===== src/shared/prox_regs_map.vh =====
`ifndef PROX_REGS_MAP_VH
`define PROX_REGS_MAP_VH
`define FUNCTION_ENABLE_OFS 5'h00
`define INTEGRATION_PERIOD_OFS 5'h02
`define WAIT_PERIOD_OFS 5'h03
`define WAIT_CONFIG_OFS 5'h0D
`define FUNCTION_ENABLE_RST 8'h00
`define INTEGRATION_PERIOD_RST 8'hFF
`define WAIT_PERIOD_RST 8'hFF
`define WAIT_CONFIG_RST 8'h00
`define SF_IRQ_CLEAR 5'h05
`define BIT_POWER_UP_OSC 0
`define BIT_PROXIMITY_ON 2
`define BIT_WAIT_ON 3
`define BIT_PROX_IRQ_MASK 5
`define BIT_SLEEP_AFTER_IRQ 6
`define BIT_WAIT_X12 1
`define ENABLE_WMASK 8'h6D
`define CONFIG_WMASK 8'h02
`define STEP_TIME_PS 2730000
`define CLK_PERIOD_PS 4000
`define STEP_CYCLES (`STEP_TIME_PS / `CLK_PERIOD_PS)
`define LONG_WAIT_FACTOR 12
`endif


===== src/prox_enable_timing.v =====
`timescale 1ns/100ps
`include "prox_regs_map.vh"
module prox_enable_timing #(
  parameter STEP_CYCLES = `STEP_CYCLES
) (
  input wire sys_clk_in, // 250 MHz clock
  input wire srst_in, // sync reset, high
  input wire wr_en_in, // register write strobe
  input wire rd_en_in, // register read strobe
  input wire sf_en_in, // special function strobe
  input wire [4:0] addr_in, // register address or sf code
  input wire [7:0] wdata_in, // write data
  input wire thresh_hit_in, // result outside thresholds
  output reg [7:0] rdata_out, // read data
  output reg osc_on_out, // oscillator running
  output reg integrating_out, // proximity integration active
  output reg waiting_out, // wait period active
  output reg irq_pending_out, // interrupt pending status
  output reg irq_out // interrupt to host
);
  localparam ST_IDLE = 4'b0001;
  localparam ST_INTEG = 4'b0010;
  localparam ST_WAIT = 4'b0100;
  localparam ST_SLEEP = 4'b1000;

  reg [7:0] enable_r;
  reg [7:0] integ_r;
  reg [7:0] wait_r;
  reg [7:0] config_r;
  reg [3:0] state_r;
  reg [3:0] state_nxt;
  reg start_nxt;
  reg [12:0] steps_nxt;
  reg [7:0] enable_nxt;
  reg [7:0] integ_nxt;
  reg [7:0] wait_nxt;
  reg [7:0] config_nxt;
  reg pending_nxt;
  reg irq_nxt;
  wire done;
  wire power_up_osc = enable_r[`BIT_POWER_UP_OSC];
  wire proximity_on = enable_r[`BIT_PROXIMITY_ON];
  wire wait_on = enable_r[`BIT_WAIT_ON];
  wire prox_irq_mask = enable_r[`BIT_PROX_IRQ_MASK];
  wire sleep_after_irq = enable_r[`BIT_SLEEP_AFTER_IRQ];
  wire run_on = power_up_osc && proximity_on;
  wire clr_cmd = sf_en_in && (addr_in == `SF_IRQ_CLEAR);
  wire set_irq = thresh_hit_in && run_on && state_r == ST_INTEG;

  // integration counts 256 minus the register value; wait counts that, or twelve times it with BIT_WAIT_X12 set
  function [12:0] wait_steps;
    input [7:0] wv;
    input lng;
    reg [12:0] base;
    begin
      base = 13'h0100 - {5'h00, wv};
      wait_steps = lng ? base * 13'h000C : base;
    end
  endfunction

  function [12:0] integ_steps;
    input [7:0] iv;
    begin
      integ_steps = 13'h0100 - {5'h00, iv};
    end
  endfunction

  // register writes; reserved bits always land as zero
  always @* begin
    enable_nxt = enable_r;
    integ_nxt = integ_r;
    wait_nxt = wait_r;
    config_nxt = config_r;
    if (wr_en_in) begin
      case (addr_in)
        `FUNCTION_ENABLE_OFS: enable_nxt = wdata_in & `ENABLE_WMASK;
        `INTEGRATION_PERIOD_OFS: integ_nxt = wdata_in;
        `WAIT_PERIOD_OFS: wait_nxt = wdata_in;
        `WAIT_CONFIG_OFS: config_nxt = wdata_in & `CONFIG_WMASK;
        default: ;
      endcase
    end
  end

  always @(posedge sys_clk_in) begin
    if (srst_in) begin
      enable_r <= `FUNCTION_ENABLE_RST;
      integ_r <= `INTEGRATION_PERIOD_RST;
      wait_r <= `WAIT_PERIOD_RST;
      config_r <= `WAIT_CONFIG_RST;
    end else begin
      enable_r <= enable_nxt;
      integ_r <= integ_nxt;
      wait_r <= wait_nxt;
      config_r <= config_nxt;
    end
  end

  always @(posedge sys_clk_in) begin
    if (srst_in) begin
      rdata_out <= 8'h00;
    end else if (rd_en_in) begin
      case (addr_in)
        `FUNCTION_ENABLE_OFS: rdata_out <= enable_r;
        `INTEGRATION_PERIOD_OFS: rdata_out <= integ_r;
        `WAIT_PERIOD_OFS: rdata_out <= wait_r;
        `WAIT_CONFIG_OFS: rdata_out <= config_r;
        default: rdata_out <= 8'h00;
      endcase
    end
  end

  // pending flag: set wins over clear
  always @* begin
    pending_nxt = irq_pending_out;
    if (set_irq) begin
      pending_nxt = 1'b1;
    end else if (clr_cmd) begin
      pending_nxt = 1'b0;
    end
    irq_nxt = prox_irq_mask && pending_nxt;
  end

  always @(posedge sys_clk_in) begin
    if (srst_in) begin
      irq_pending_out <= 1'b0;
    end else begin
      irq_pending_out <= pending_nxt;
    end
  end

  // sequencer: integrate, optional wait, sleep on a pending interrupt
  always @* begin
    state_nxt = state_r;
    start_nxt = 1'b0;
    steps_nxt = integ_steps(integ_r);
    case (state_r)
      ST_IDLE: begin
        if (run_on) begin
          state_nxt = ST_INTEG;
          start_nxt = 1'b1;
        end
      end
      ST_INTEG: begin
        if (done) begin
          if (sleep_after_irq && prox_irq_mask && pending_nxt) begin
            state_nxt = ST_SLEEP;
          end else if (wait_on) begin
            state_nxt = ST_WAIT;
            start_nxt = 1'b1;
            steps_nxt = wait_steps(wait_r, config_r[`BIT_WAIT_X12]);
          end else begin
            state_nxt = ST_INTEG;
            start_nxt = 1'b1;
          end
        end
      end
      ST_WAIT: begin
        if (done) begin
          state_nxt = ST_INTEG;
          start_nxt = 1'b1;
        end
      end
      ST_SLEEP: begin
        if (!irq_pending_out) begin
          state_nxt = ST_IDLE;
        end
      end
      default: state_nxt = ST_IDLE;
    endcase
    if (!run_on) begin
      state_nxt = ST_IDLE;
      start_nxt = 1'b0;
    end
  end

  always @(posedge sys_clk_in) begin
    if (srst_in) begin
      state_r <= ST_IDLE;
      osc_on_out <= 1'b0;
      integrating_out <= 1'b0;
      waiting_out <= 1'b0;
      irq_out <= 1'b0;
    end else begin
      state_r <= state_nxt;
      osc_on_out <= power_up_osc;
      integrating_out <= state_nxt == ST_INTEG;
      waiting_out <= state_nxt == ST_WAIT;
      irq_out <= irq_nxt;
    end
  end

  step_timer #(
    .STEP_CYCLES(STEP_CYCLES),
    .CW(20)
  ) step_timer_inst (
    .sys_clk_in(sys_clk_in),
    .srst_in(srst_in),
    .start_in(start_nxt),
    .abort_in(!run_on),
    .steps_in(steps_nxt),
    .done_out(done)
  );
endmodule


===== src/step_timer.v =====
`timescale 1ns/100ps
// counts a number of steps, each step_cycles clocks long
module step_timer #(
  parameter STEP_CYCLES = 682,
  parameter CW = 20
) (
  input wire sys_clk_in, // clock
  input wire srst_in, // sync reset
  input wire start_in, // load and run
  input wire abort_in, // stop counting
  input wire [12:0] steps_in, // step count
  output wire done_out // high in the last clock of the count
);
  localparam [31:0] LAST_CYC_WIDE = STEP_CYCLES - 1;
  localparam [CW-1:0] LAST_CYC = LAST_CYC_WIDE[CW-1:0];
  reg [CW-1:0] cyc_r;
  reg [12:0] steps_r;
  reg busy_r;
  // flagged in the final clock so a follow-on phase starts with no gap
  assign done_out = busy_r && (cyc_r == LAST_CYC) && (steps_r <= 13'h0001);
  always @(posedge sys_clk_in) begin
    if (srst_in) begin
      cyc_r <= {CW{1'b0}};
      steps_r <= 13'h0000;
      busy_r <= 1'b0;
    end else begin
      if (abort_in) begin
        busy_r <= 1'b0;
      end else if (start_in) begin
        busy_r <= 1'b1;
        steps_r <= steps_in;
        cyc_r <= {CW{1'b0}};
      end else if (busy_r) begin
        if (cyc_r == LAST_CYC) begin
          cyc_r <= {CW{1'b0}};
          if (steps_r <= 13'h0001) begin
            busy_r <= 1'b0;
          end else begin
            steps_r <= steps_r - 13'h0001;
          end
        end else begin
          cyc_r <= cyc_r + 1'b1;
        end
      end
    end
  end
endmodule


===== config.mk =====
export PLATFORM = sky130hd
export DESIGN_NAME = prox_enable_timing
export DESIGN_NICKNAME = d
export VERILOG_FILES = /design/src/prox_enable_timing.v /design/src/step_timer.v
export VERILOG_INCLUDE_DIRS = /design/src /design/src/shared
export SDC_FILE = /design/constraint.sdc
export NUM_CORES = 1
export LEC_CHECK = 0
export BUFFER_PORTS_ARGS = -buffer_cell sky130_fd_sc_hd__buf_4
export CORE_MARGIN = 5
export CORE_UTILIZATION = 41
export DETAILED_ROUTE_END_ITERATION = 16
export GPL_TIMING_DRIVEN = 0
export PLACE_DENSITY = 0.62
export SLEW_MARGIN = 20
export SYNTH_ARGS = -nofsm -noshare
export SYNTH_HDL_FRONTEND = slang
export SYNTH_SLANG_ARGS = --single-unit

===== constraint.sdc =====
create_clock -name sys_clk_in -period 6.2 [get_ports sys_clk_in]
set_clock_uncertainty 0.15 [all_clocks]
set_input_delay 0 -clock sys_clk_in [delete_from_list [all_inputs] [get_ports sys_clk_in]]
set_output_delay 0 -clock sys_clk_in [all_outputs]
set_load 0.005 [all_outputs]

== Yosys cells after proc, flatten, opt, wreduce, memory -nomap -nowiden ==
Cells that the tools add are included.

* Order comparisons: 1
* Reductions and logical operators: 19
* Shifts and indexed selects: 0
* Multipliers: 1
* Divide/modulo/power cells: 0
* Eq/ne operators: 12
* Add/subtract/negate cells: 4
* Bitwise gates (word level): 1
* Multiplexer cells: 31

{| class="wikitable"
|+ Operators with widths
! kind !! number
|-
| two-way mux 13 bit || 9
|-
| two-way mux 20 bit || 3
|-
| one-hot mux 8 bit (4 select lines) || 1
|-
| adder 20 x 1 -> 20 bit (second input constant) || 1
|-
| == test 20 x 10 -> 1 bit (second input constant) || 1
|-
| two-way mux 4 bit || 5
|-
| subtractor 9 x 8 -> 10 bit (first input constant) || 2
|-
| one-hot mux 4 bit (4 select lines) || 1
|-
| less-or-equal comparator 13 x 1 -> 1 bit (second input constant) || 1
|-
| multiplier 13 x 2 -> 11 bit (second input constant) || 1
|-
| subtractor 13 x 1 -> 13 bit (second input constant) || 1
|-
| == test 5 x 2 -> 1 bit (second input constant) || 2
|-
| two-way mux 1 bit || 10
|-
| AND reduction 2 bit || 5
|-
| logical AND 1 bit || 9
|-
| == test 4 x 2 -> 1 bit (second input constant) || 2
|-
| == test 4 x 3 -> 1 bit (second input constant) || 2
|-
| == test 5 x 3 -> 1 bit (second input constant) || 1
|-
| == test 5 x 4 -> 1 bit (second input constant) || 1
|-
| logical NOT 5 bit || 1
|-
| == test 4 x 1 -> 1 bit (second input constant) || 1
|-
| == test 4 bit (second input constant) || 1
|-
| AND reduction 4 bit || 1
|-
| nonzero test 2 bit || 2
|-
| other kinds (5) || 5
|}

* Bits in latches: 0
* Logic and storage cells: 83
* ROM bits: 0
* Memories: 0
* Input bits: 19
* Flip-flop bits (word level): 73
* RAM bits: 0

== Logic depth before layout (Yosys ltp) ==
* Depth in word-level cells: 11
* Gate-level depth with buffers: 13

== By module ==
A second synthesis with hierarchy kept.

* Cell total of the unflattened synthesis: 540
* Area, all modules: 4456.8 µm²

{| class="wikitable"
|+ Modules (own cells, without submodules)
! module !! times used !! area an instance (µm²) !! cells each
|-
| prox_enable_timing || 1 || 2561.2 || 322
|-
| step_timer || 1 || 1895.6 || 218
|}

== Worst setup path after synthesis ==
OpenSTA, ideal clock, no wires.

* Path kind: register -> register
* Start point: register wait_r[0]
* End point: register step_timer_inst.steps_r[11]
* Stages on the path, launching flop included: 14
* Data required time: 5.913 ns
* Period minus slack after synthesis: 3.459 ns
* Slack: 2.741 ns
* Arrival: 3.172 ns
* Cells stage by stage: dfxtp_1 > clkbuf_1 > inv_1 > ha_1 > or4b_2 > or3_1 > and2_1 > clkbuf_1 > ha_1 > and2_1 > a22o_1 > a311o_1 > nand3_1 > o221ai_1

* Cells in the longest elaborated chain, start to end: 8

{| class="wikitable"
|+ RTL lines
! element !! line !! text
|-
| start, declared || prox_enable_timing.v:28 || <nowiki>reg [7:0] wait_r;</nowiki>
|-
| start signal, assigned || prox_enable_timing.v:89 || <nowiki>wait_r <= `WAIT_PERIOD_RST;</nowiki>
|-
| start signal, assigned || prox_enable_timing.v:94 || <nowiki>wait_r <= wait_nxt;</nowiki>
|-
| subtractor 9 x 8 -> 10 bit (*) || prox_enable_timing.v:56 || <nowiki>base = 13'h0100 - {5'h00, wv};</nowiki>
|-
| multiplier 13 x 2 -> 11 bit || prox_enable_timing.v:57 || <nowiki>wait_steps = lng ? base * 13'h000C : base;</nowiki>
|-
| two-way mux 13 bit (*) || prox_enable_timing.v:57 ||
|-
| two-way mux 13 bit (*) || prox_enable_timing.v:148 || <nowiki>end else if (wait_on) begin</nowiki>
|-
| two-way mux 13 bit (*) || prox_enable_timing.v:146 || <nowiki>if (sleep_after_irq && prox_irq_mask && pending_nxt) begin</nowiki>
|-
| two-way mux 13 bit (*) || prox_enable_timing.v:145 || <nowiki>if (done) begin</nowiki>
|-
| two-way mux 13 bit (*) || prox_enable_timing.v:137 || <nowiki>case (state_r)</nowiki>
|-
| two-way mux 13 bit (*) || step_timer.v:29 || <nowiki>end else if (start_in) begin</nowiki>
|-
| end signal, assigned || step_timer.v:31 || <nowiki>steps_r <= steps_in;</nowiki>
|-
| end signal, assigned || step_timer.v:39 || <nowiki>steps_r <= steps_r - 13'h0001;</nowiki>
|-
| end, declared || step_timer.v:17 || <nowiki>reg [12:0] steps_r;</nowiki>
|}

Every way passes the cells marked *; elsewhere a longest branch is shown, timed or not.
A chain may end at the register's enable or synchronous reset.

== Final worst setup path ==
Same ends and word-level chain as after synthesis.

==> metrics.md <==
| Metric | Value |
|---|---|
| Yosys warns | `0` |
| DP HPWL | `8.57 mm` |
| Share of cells above drive strength 1 | `11.1%` |
| Final setup TNS | `0 ns` |
| Core ar. | `between 10000 and 15000 µm²` |
| GP Congestion | `0.850` |
| Critical Path Source | `wait_r[0]` |
| # fillers | `about 1100` |
| Hold Vio Cnt, Final | `0` |
| Setup violators final | `0` |
| Grt ovf | `0` |
| Pleak | `~1.9 nW` |
| CTS Buf Count | `9` |
| Fmax achieved | `between 0.2 and 0.3 GHz` |
| Clock slew at reported path FFs | `0.08 ns` |
| Row cnt | `38` |
| Top cells by area, synth | `dfxtp_1 (33%), nor2_1 (5.9%), nand2_1 (5.7%)` |
| Final nets | `648` |
| Vias in the first global route | `about 4000` |
| Starting density of the core | `41.3%` |
| Worst Tran Pin Value | `0.905 ns` |
| Worst-path maximum fanout | `10` |
| Average size of a mapped cell | `a little under 8 µm²` |
| ANT nets after route | `0` |
| Num ports | `32` |
| Hold Crit Depth | `4` |
| Clock sinks | `73` |
| Root buf cell | `clkbuf_8` |
| Mapped Area | `4440 µm²` |
| RSZ-0062 raised after global routing | `false` |
| Fin Hold WS | `roughly 0.028 ns` |
| Total power | `957 µW` |
| Sequential fraction of the synthesis area | `between 30% and 40%` |
| First-pass GRT wire length | `19.0 mm` |
| Worst r2r src | `wait_r[0]` |
| Max-slew violations | `0` |
| DR pass1 iterations | `4` |
| Post-DR vias/cell | `roughly 5.4` |
| Commonest non-fill, non-tap cell in the layout | `dfxtp_1` |
| Syn nets | `592` |
| Tot GR Track Use | `18.0%` |
| Post-CTS Setup Bufs | `0` |
| Status | `completed` |
| Clk_lat worst skew | `roughly 0.36 ns` |
| Largest net degree at the start of global routing | `14` |
| Top FF cell, synth | `dfxtp_1` |
| Netlist cell types | `64` |
| Port Buffers | `30` |
| H-tree depth | `3` |
| Inserted Diodes | `0` |
| Relative slew slack | `39.1%` |
| Post-DP Area | `just under 5000 µm²` |
| Count of cells along the worst register-to-register path | `11` |
| Yosys top cell area share | `32.9%` |
| Most frequent cells in the layout | `dfxtp_1 (73), nor2_1 (70), nand2_1 (67)` |
| Dominant cell type by area after synthesis | `dfxtp_1` |
| Vias post-DR | `about 4100` |
| Chip width | `114 µm` |
| Yosys reg bits | `73` |
| Hold path start | `addr_in[1]` |
| Max Buffers Root-to-Sink | `2` |
| Design area | `5210 µm²` |
| Initial antenna violation count | `0` |
| Post-synth EDFFs | `0` |
| Tcrit/Tclk final | `63.7%` |
| CP Capture Type | `flip-flop` |
| WL per Instance | `~15 µm` |
| CP startpoint kind | `flip-flop` |
| Syn Inst Count | `between 500 and 600` |
| Critical path type | `flip-flop to flip-flop` |
| Post-Route WL | `11.3 mm` |
| Initial DRC Count | `218` |
| DRC | `0` |
| Post-synth ARST share | `0%` |
| Final setup margin | `~2.3 ns` |
| Min-delay worst type | `primary input to flip-flop` |
| Die area | `13000 µm²` |
| P per Cell Area | `184 nW/µm²` |
| Critical Path RT | `between 6 and 7 ns` |
| VDD IR max | `0.144 mV` |
| CTS tree | `built` |
| Area grow syn2layout | `17.3%` |
| Tmin final | `between 3 and 4 ns` |
| Max Cap Viol | `0` |
| Worst slack at placement | `2.26 ns` |
| Height of the die | `114 µm` |
| WP data arrival | `4.02 ns` |
sequential cells by signal, indices dropped and copies added (netlist names):
register / count
enable_r: 5
step_timer_inst.busy_r: 1
integ_r: 8
config_r: 1
step_timer_inst.cyc_r: 20
wait_r: 8
waiting_out: 1
irq_out: 1
osc_on_out: 1
step_timer_inst.steps_r: 13
rdata_out: 8
state_r: 4
irq_pending_out: 1
integrating_out: 1
stage by stage:
step           std cells  utilization, %
6_report             763            48.5
5_1_grt              763            48.5
4_1_cts              763            48.5
3_5_place_dp         732            45.1
3_3_place_gp         732            45.1
2_1_floorplan        562               -
where the power goes:
part / internal (mW) / switching (mW)
combinational: 0.0284 / 0.0312
sequential: 0.472 / 0.00322
clock: 0.228 / 0.194
worst paths after layout:
| kind | slack (ns) | endpoint |
|---|---|---|
| setup / recovery | 2.25 | step_timer_inst.steps_r[11] |
| hold / removal | 0.03 | rdata_out[1] |
| setup reg to reg | 2.25 | step_timer_inst.steps_r[11] |
| hold reg to reg | 0.33 | rdata_out[4] |
kinds of logic (layout without fill, tap and decap cells):
logic type | count (synthesis) | after routing | synth area share (%)
fa+ha+maj | 11 | 11 | 3.27
compound gates | 101 | 101 | 15.8
simple gates | 265 | 265 | 30.7
mux | 15 | 15 | 3.58
flops | 73 | 73 | 32.9
buf+inv | 52 | 113 | 4.87
xor+xnor | 45 | 45 | 8.87
area by class of cell:
| class | instances | area (µm²) | area share (%) |
|---|---|---|---|
| multi-input combinational | 437 | 2770 | 53.0 |
| sequential | 73 | 1460 | 28.0 |
| timing repair buffer | 45 | 375 | 7.20 |
| tap | 140 | 175 | 3.36 |
| buffer | 31 | 138 | 2.64 |
| clock buffer | 10 | 128 | 2.45 |
| clock inverter | 6 | 92.6 | 1.78 |
| inverter | 21 | 78.8 | 1.51 |
worst max-delay path, cell delays in order (launching register included):
cell	delay, ns
dfxtp_1	0.32
clkbuf_1	0.22
inv_1	0.16
ha_1	0.31
or4b_2	0.65
nor4_1	0.71
ha_1	0.42
and2_1	0.17
a22o_1	0.17
a311o_1	0.34
nand3_1	0.09
o221ai_1	0.10
per-layer routing:
metal  global-route usage [%]  share of wire [%]  vias up
li1                         -                  -     2101
met4                     5.54                1.6        0
met2                     31.0                 48       72
met5                        0                  0        -
met3                     3.54                3.8       13
met1                     22.7                 46     1911
cells in the mapped netlist, types with 3 or more instances:
cell type and n:
nand3b_1 19, nand4_1 7, mux2_2 7, xor2_1 17
or3_1 5, a31oi_1 4, o31ai_1 3, or2_2 4
and3_1 7, nand2_1 67, nor2_1 70, nor4_1 9
dfxtp_1 73, xnor2_1 28, and2_1 5, inv_1 21
clkbuf_1 26, nand2b_1 6, o21ai_0 12, nor4bb_1 4
a22oi_1 7, a211oi_1 19, nor3_1 20, nor4b_1 8
mux2i_1 8, ha_1 10, a21o_1 3, nand3_1 22
a21oi_1 27
what timing repair did:
item | in CTS | in global routing
endpoints found under the hold margin | 36 | 0
gates resized for setup | 0 | 0
hold buffers | 15 | 0
Power figures use the tool's default switching activity.
